### src/hbt_pkg.sv
package hbt_pkg;
  // APB byte offsets
  localparam logic [7:0] OFF_CTRL = 8'h00;
  localparam logic [7:0] OFF_STAT = 8'h04;
  localparam logic [7:0] OFF_MASK = 8'h08;
  // Host port register select
  localparam logic HADDR_CTRL = 1'b0;
  localparam logic HADDR_MASK = 1'b1;
  // Control register bit positions, and the host mask register enable bit
  localparam int B_WBUSY = 7;
  localparam int B_RBUSY = 6;
  localparam int B_USER  = 5;
  localparam int B_EVT   = 4;
  localparam int B_S2H   = 3;
  localparam int B_H2B   = 2;
  localparam int B_HIEN  = 0;
  // Reset values
  localparam logic RST_WBUSY = 1'b1;
  localparam logic RST_FLAG  = 1'b0;
  // Slave interrupt status bits
  localparam int NEV       = 5;
  localparam int EV_H2B    = 0;
  localparam int EV_S2HCLR = 1;
  localparam int EV_EVTCLR = 2;
  localparam int EV_RBUSY  = 3;
  localparam int EV_USER   = 4;

  typedef struct packed {
    logic       wr;
    logic       rd;
    logic       addr;
    logic [7:0] wdata;
  } hbt_host_req_t;

  typedef struct packed {
    logic           wbusy;
    logic           rbusy;
    logic           user;
    logic           evt;
    logic           s2h;
    logic           h2b;
    logic           recValid;
    logic [7:0]     recVal;
    logic           hostIrqEn;
    logic [NEV-1:0] status;
    logic [NEV-1:0] mask;
    logic [31:0]    prdata;
    logic           pready;
    logic           pslverr;
    logic [7:0]     hostRdData;
    logic           hostIrq;
    logic           slaveIrq;
  } hbt_state_t;
endpackage

### src/hbt_flags.sv
// Notes on behaviour
// RULE1 - Write busy bit 7 resets to 1, the slave reads and writes it, the host only reads it.
// RULE2 - Write busy reading 0 shows the host that no write transfer holds the buffer.
// RULE3 - Read busy bit 6 resets to 0 and is read-only to the slave.
// RULE4 - Every host write of 1 to read busy inverts it.
// RULE5 - User flag bit 5 resets to 0, a host write of 0 sets it, a host 1 leaves it.
// RULE6 - A slave write of 0 clears the user flag only after the slave read it as 1.
// RULE7 - A slave write of 1 sets the user flag only after the slave read it as 0.
// RULE8 - Event flag bit 4 resets to 0 and a slave 1 sets it only after a read of 0.
// RULE9 - A host write of 1 clears the event flag.
// RULE10 - The event flag drives the host interrupt only while the host enable is set.
// RULE11 - Slave-write-complete bit 3 resets to 0 and a slave 1 sets it after a read of 0.
// RULE12 - A host write of 1 clears slave-write-complete once the host has read the buffer; the code clears it on any host write of 1.
// RULE13 - Slave-write-complete drives the host interrupt only while the host enable is set.
// RULE14 - Host-write-complete bit 2 resets to 0 and a host write of 1 sets it.
// RULE15 - A slave write of 0 clears host-write-complete only after a read of 1.
// RULE16 - The write value with no effect for a flag is ignored on either side.
// RULE17 - The last slave read value is recorded and gates each qualifying slave write.
//
// Our own choices: the APB slave port and the register offsets.
`timescale 1ns/1ps
module hbt_flags
  import hbt_pkg::*;
(
  input  wire logic          mclk,
  input  wire logic          arst_n,
  input  wire logic          psel,
  input  wire logic          penable,
  input  wire logic          pwrite,
  input  wire logic [7:0]    paddr,
  input  wire logic [31:0]   pwdata,
  output logic               pready,
  output logic [31:0]        prdata,
  output logic               pslverr,
  input  wire hbt_host_req_t hostReq,
  output logic [7:0]         hostRdData,
  output logic               hostIrq,
  output logic               slaveIrq
);
  logic       rstMeta;
  logic       rstSync;
  hbt_state_t r;
  hbt_state_t next_r;
  logic       acc;
  logic       done;
  logic       sw;
  logic       hw;
  logic       rdCtrl;
  logic       rdStat;
  logic [7:0] w;
  logic [7:0] hd;
  logic       userSet;
  logic       userClr;
  logic       evtSet;
  logic       s2hSet;
  logic       h2bClr;
  logic [NEV-1:0] ev;

  function automatic logic [7:0] ctrlByte(input hbt_state_t s);
    ctrlByte = {s.wbusy, s.rbusy, s.user, s.evt, s.s2h, s.h2b, 2'b00};
  endfunction

  // Release reset through two flops so no flag leaves reset on a ragged edge
  always_ff @(posedge mclk or negedge arst_n) begin
    if (!arst_n) begin
      rstMeta <= 1'b0;
      rstSync <= 1'b0;
    end else begin
      rstMeta <= 1'b1;
      rstSync <= rstMeta;
    end
  end

  always_comb begin
    next_r = r;
    acc    = psel & penable;
    done   = acc & r.pready;
    sw     = done & pwrite & (paddr == OFF_CTRL);
    rdCtrl = done & ~pwrite & (paddr == OFF_CTRL);
    rdStat = done & ~pwrite & (paddr == OFF_STAT);
    w      = pwdata[7:0];
    hw     = hostReq.wr & (hostReq.addr == HADDR_CTRL);
    hd     = hostReq.wdata;

    // One wait state so read data can leave a flop
    next_r.pready  = acc & ~r.pready;
    // Error flag stands only beside its ready pulse
    next_r.pslverr = 1'b0;
    if (acc & ~r.pready) begin
      unique case (paddr)
        OFF_CTRL: next_r.prdata = {24'h000000, ctrlByte(r)};
        OFF_STAT: next_r.prdata = {{(32-NEV){1'b0}}, r.status};
        OFF_MASK: next_r.prdata = {{(32-NEV){1'b0}}, r.mask};
        default: begin
          next_r.prdata  = 32'h00000000;
          next_r.pslverr = 1'b1;
        end
      endcase
    end

    if (sw) begin
      next_r.wbusy = w[B_WBUSY]; // RULE1 RULE2
    end
    if (hw & hd[B_RBUSY]) begin
      next_r.rbusy = ~r.rbusy; // RULE3 RULE4
    end

    userSet = (hw & ~hd[B_USER]) // RULE5
            | (sw & w[B_USER] & r.recValid & ~r.recVal[B_USER]); // RULE7 RULE17
    userClr = sw & ~w[B_USER] & r.recValid & r.recVal[B_USER]; // RULE6 RULE17
    // Set wins over a clear in the same cycle
    next_r.user = userSet | (r.user & ~userClr); // RULE16

    evtSet = sw & w[B_EVT] & r.recValid & ~r.recVal[B_EVT]; // RULE8 RULE17
    next_r.evt = evtSet | (r.evt & ~(hw & hd[B_EVT])); // RULE9 RULE16

    s2hSet = sw & w[B_S2H] & r.recValid & ~r.recVal[B_S2H]; // RULE11 RULE17
    next_r.s2h = s2hSet | (r.s2h & ~(hw & hd[B_S2H])); // RULE12 RULE16

    h2bClr = sw & ~w[B_H2B] & r.recValid & r.recVal[B_H2B]; // RULE15 RULE17
    next_r.h2b = (hw & hd[B_H2B]) | (r.h2b & ~h2bClr); // RULE14 RULE16

    // The record is the value actually returned; any slave control write consumes it, host writes leave it
    if (rdCtrl) begin
      next_r.recValid = 1'b1; // RULE17
      next_r.recVal   = r.prdata[7:0];
    end else if (sw) begin
      next_r.recValid = 1'b0;
    end

    if (hostReq.wr & (hostReq.addr == HADDR_MASK)) begin
      next_r.hostIrqEn = hd[B_HIEN];
    end
    if (done & pwrite & (paddr == OFF_MASK)) begin
      next_r.mask = pwdata[NEV-1:0];
    end

    ev            = '0;
    ev[EV_H2B]    = hw & hd[B_H2B];
    ev[EV_S2HCLR] = hw & hd[B_S2H] & r.s2h;
    ev[EV_EVTCLR] = hw & hd[B_EVT] & r.evt;
    ev[EV_RBUSY]  = hw & hd[B_RBUSY];
    ev[EV_USER]   = hw & ~hd[B_USER];
    // Only bits that were returned are cleared, so a late event survives
    next_r.status = (r.status & ~(rdStat ? r.prdata[NEV-1:0] : '0)) | ev;

    if (hostReq.rd) begin
      next_r.hostRdData = (hostReq.addr == HADDR_CTRL) ? ctrlByte(r)
                        : {7'h00, r.hostIrqEn};
    end

    next_r.hostIrq  = next_r.hostIrqEn & (next_r.evt | next_r.s2h); // RULE10 RULE13
    next_r.slaveIrq = |(next_r.status & next_r.mask);
  end

  always_ff @(posedge mclk or negedge rstSync) begin
    if (!rstSync) begin
      r       <= '0;
      r.wbusy <= RST_WBUSY;
      r.rbusy <= RST_FLAG;
      r.user  <= RST_FLAG;
      r.evt   <= RST_FLAG;
      r.s2h   <= RST_FLAG;
      r.h2b   <= RST_FLAG;
    end else begin
      r <= next_r;
    end
  end

  assign pready     = r.pready;
  assign prdata     = r.prdata;
  assign pslverr    = r.pslverr;
  assign hostRdData = r.hostRdData;
  assign hostIrq    = r.hostIrq;
  assign slaveIrq   = r.slaveIrq;
endmodule

### config.mk
export PLATFORM = sky130hd
export DESIGN_NAME = hbt_flags
export DESIGN_NICKNAME = d
export VERILOG_FILES = /design/src/hbt_pkg.sv /design/src/hbt_flags.sv
export SDC_FILE = /design/constraint.sdc
export NUM_CORES = 1
export LEC_CHECK = 0
export ABC_AREA = 0
export BUFFER_PORTS_ARGS = -buffer_cell sky130_fd_sc_hd__buf_2
export CORE_MARGIN = 8
export CORE_UTILIZATION = 30
export DETAILED_ROUTE_END_ITERATION = 6
export SLEW_MARGIN = 20
export SYNTH_ARGS = -nofsm -noshare
export SYNTH_HDL_FRONTEND = slang
export SYNTH_SLANG_ARGS = --single-unit
### constraint.sdc
create_clock -name mclk -period 3.5 [get_ports mclk]
set_input_delay 0.525 -clock mclk [delete_from_list [all_inputs] [get_ports mclk]]
set_output_delay 0.525 -clock mclk [all_outputs]
set_load 0.01 [all_outputs]
* Word level (Yosys, flattened, before mapping)
Index checks and enable logic that the tools add are counted.
** Operators by class
- Reductions and logical operators :: 4
- Bitwise logic cells :: 62
- Muxes and demuxes :: 9
- Eq/ne operators :: 2
** Operator list (number)
- $and 1x1->1 :: 38
- $pmux 8 s3 :: 1
- $not 1->1 :: 14
- $and 5x5->5 :: 2
- $mux 5 :: 2
- $eq 8x3->1 const B :: 1
- $eq 8x4->1 const B :: 1
- $logic_not 8->1 :: 1
- $mux 8 :: 1
- $or 1x1->1 :: 6
- $mux 1 :: 5
- $not 5->5 :: 1
- $or 5x5->5 :: 1
- $reduce_or 5->1 :: 1
- $reduce_or 3->1 :: 1
- $reduce_bool 2->1 :: 1
** Storage, ports and cells
- Bits in registers :: 46
- Word-level logic and storage cells :: 96
- Output and inout bits :: 44

* Depth between registers and ports, before layout
- Depth after elaboration :: 10
- Depth in mapped cells :: 7
- Mapped depth without buffers :: 5

* Least setup slack after synthesis
Ideal clock, no wire load.
- Path type :: in2reg
- Start :: input port paddr[5]
- End :: register r, in the netlist slaveIrq
- Data required time :: 3.362 ns
- Setup slack :: 1.069 ns
- Stages on the path :: 6
- Library setup time :: 0.138 ns
- Arrival :: 2.292 ns
- Buffers on the path :: 1
- Path through :: nor4_4 > and4_1 > buf_2 > mux2_2 > a32o_1 > or4_1
** RTL lines
- start: declaration :: line hbt_flags.sv:30 : input wire logic [7:0] paddr,
- end signal: assignment :: line hbt_flags.sv:166 : r <= next_r;
- end: declaration :: line hbt_flags.sv:42 : hbt_state_t r;

==> flow_metrics.py <==
metrics = {
    "outcome": {
        "status": "finished clean",
    },
    "sta": {
        "rsz0062_at_grt": "no",
        "final-max-slew-violation-count": 0,
        "post-route-period-util_pct": 70.18,
        "fin_ws_ns": 1.044,
        "setup_viol": 0,
        "slew_headroom_pct": 64.97,
        "worstMarginPinSlew_ns": 0.5255,
        "fmax_mhz": 407.1,
        "setup_tns_ns": 0,
        "hold_viol": 0,
        "min_period_ns": 2.456,
        "whs_ns": 0.2987,
        "finalClockSkew_ns": 0.003944,
    },
    "worst_setup_path": {
        "critPathCaptureType": "flop",
        "path_cells": "buf_2 -> nor4_4 -> and4_1 -> mux2_2 -> a32o_1 -> or4_1",
        "crit_fanout": 6,
        "required_ns": 3.66,
        "slowest_delay_ns": 0.53,
        "crit_type": "in2reg",
        "worstPathArrival_ns": 2.61,
        "startpoint_type": "input port",
        "crit_slowest_cell": "or4_1",
    },
    "grt": {
        "overflow": 0,
        "grt_antenna_before_repair": 0,
        "grt_usage_pct": 9.879,
        "grt_pass1_wl_um": 7859,
        "grt_max_degree": 42,
        "grt_pass1_vias": 1557,
    },
    "floorplan": {
        "die_height_um": 101.6,
        "die_w_um": 101.6,
        "io_pins": 100,
        "rows": 31,
        "die_area_mm2": 0.01031,
        "core_mm2": 0.007176,
        "initial_core_util_pct": 30.60,
    },
    "synth": {
        "synth_ff_type": "dfrtp_1",
        "synthesis.instances": 214,
        "synth_area_leaders": "dfrtp_1 48%, buf_4 14%, mux2_2 5.6%, nand2_1 3.9%, o21ai_0 3.6%",
        "synth_area_per_cell_um2": 10.26,
        "post-synth-top-area-cell": "dfrtp_1",
        "yosys_warnings": 0,
        "ys_seq_area_share_pct": 49.06,
        "yosysMostFrequentCell": "dfrtp_1",
        "synth.distinct_cells": 45,
        "ys_ff_latch": 43,
        "synthArstFlopShare_pct": 100.0,
        "synth_common_cells": "42 x dfrtp_1, 40 x buf_4, 23 x nand2_1",
        "synth_top_area_share_pct": 47.86,
        "syn-cell-area_mm2": 0.002196,
        "synth_edf_count": 0,
    },
    "layout": {
        "final_layout_size_suffix_gt1_share_pct": 29.08,
        "fin_util_pct": 34.07,
        "fillers": 746,
        "area_growth_pct": 11.34,
        "finalNetCount": 306,
        "diodes": 0,
    },
    "clock_network": {
        "cts_tree": "yes",
        "cts_htree_levels": 2,
        "cts_buffers": 5,
        "root_buffer": "clkbuf_8",
        "cts_setup_buffers": 0,
        "clk_pin_slew_worst_paths_ns": 0.08,
        "numClockSinks": 43,
        "clk_latency_ns": 0.29,
        "clk_path_buf_depth": 2,
    },
    "route": {
        "detail-route-antenna-nets": 0,
        "vias_per_cell": 4.300,
        "wl_per_cell_um": 14.23,
        "drc": 0,
        "routed_wirelength_um": 4979,
        "vias": 1505,
        "drtIter0Drc": 122,
        "drtPass1Iterations": 4,
    },
    "place": {
        "hpwl_um": 3878,
        "pre_cts_slack_ns": 0.7731,
        "numPortBuffers": 47,
        "gp_congestion": 0.8049,
    },
    "power_and_ir_drop": {
        "cellLeakagePower_uw": 0.001212,
        "power_density_mw_per_mm2": 396.0,
        "vdd_drop_max_mv": 0.1720,
    },
    "worst_hold_path": {
        "hp-class": "reg2async",
    },
    "job": {
        "cap_violations": 0,
    },
}
==> path summary, 6_finish.rpt <==
| kind | startpoint | end | slack, ns | cells after the start |
|---|---|---|---|---|
| min in group mclk | rstMeta$_DFF_PN0_ | rstSync$_DFF_PN0_ | 0.36 | 0 |
| min | rstSync$_DFF_PN0_ | hostRdData[0]$_DFFE_PN0P_ | 0.30 | 1 |
| min reg2reg | rstSync$_DFF_PN0_ | hostRdData[0]$_DFFE_PN0P_ | 0.30 | 1 |
| max in group asynchronous | rstSync$_DFF_PN0_ | r[69]$_DFFE_PN1N_ | 2.82 | 1 |
| max | paddr[5] | slaveIrq$_DFF_PN0_ | 1.04 | 6 |
| max reg2reg | pready$_DFF_PN0_ | slaveIrq$_DFF_PN0_ | 1.25 | 5 |
==> layer usage <==
layer  part of all wire [%]  up-vias  global-route usage [%]
met5                      0        -                       0
met4                    1.1        0                   3.436
met3                    7.2        5                   3.024
met2                     50       41                   16.05
met1                     42      724                   12.06
li1                       -      735                       -
==> kinds of logic after synthesis <==
family	synth area share (%)
compound gates	10.66
flops	49.06
mux	7.465
buf+inv	16.70
simple gates	15.39
xor+xnor	0.3989
other cells	0.3420
==> per-stage QoR <==
stage,cell area (um^2),std cells,total power [uW]
5_1_grt,2445,350,1013
6_report,2445,350,968.2
3_5_place_dp,2335,341,637.9
2_1_floorplan,2286,238,623.7
3_3_place_gp,2335,341,637.2
4_1_cts,2445,350,982.1
==> power breakdown <==
part	internal [uW]	switching [uW]
clock network	180	160
registers	515	13.1
logic	37.2	62.5
total	733	235
==> layout by cell type, fill, tap and decap left out, types with 2 or more instances in the layout <==
cell type and count:
dfrtp_1 42, buf_2 47, nor2b_1 3, conb_1 26, nor4b_1 2, mux2i_1 4, nand2b_1 2, nor3_1 2
clkbuf_8 7, nand2_1 23, inv_1 12, nor2_1 5, nand3_1 5, mux2_2 11, a21o_1 2, o22ai_1 3
nand3b_1 5, a22oi_1 2, o21ai_0 16, and4_1 2, a21boi_1 2, a21oi_1 3
==> timing repair <==
item | CTS | global route
endpoints found under the hold margin | 2 | 0
resized for setup | 0 | 0
hold buffers | 1 | 0
==> area by class of cell <==
| class | instances | area, um^2 | share of cell area (%) |
|---|---|---|---|
| well taps | 99 | 123.9 | 5.067 |
| flip-flops and latches | 43 | 1077 | 44.06 |
| repair buffers | 49 | 252.7 | 10.34 |
| clock buffers | 8 | 100.1 | 4.094 |
| multi-input cells | 138 | 842.1 | 34.44 |
| inverters | 13 | 48.80 | 1.996 |
==> critical path: cells and delay by family <==
family	cells	cell delay, ns
multiplexers	1	0.39
buffers and inverters	1	0.11
AO/OA/AOI/OAI	1	0.21
AND/OR/NAND/NOR	3	1.37
==> registers in the layout (all words and copies together) (netlist names) <==
signal and count:
pready 1, r 22, hostIrq 1, slaveIrq 1, rstSync 1, prdata 8
pslverr 1, rstMeta 1, hostRdData 7
No activity file was read; power rests on OpenSTA's default activity.
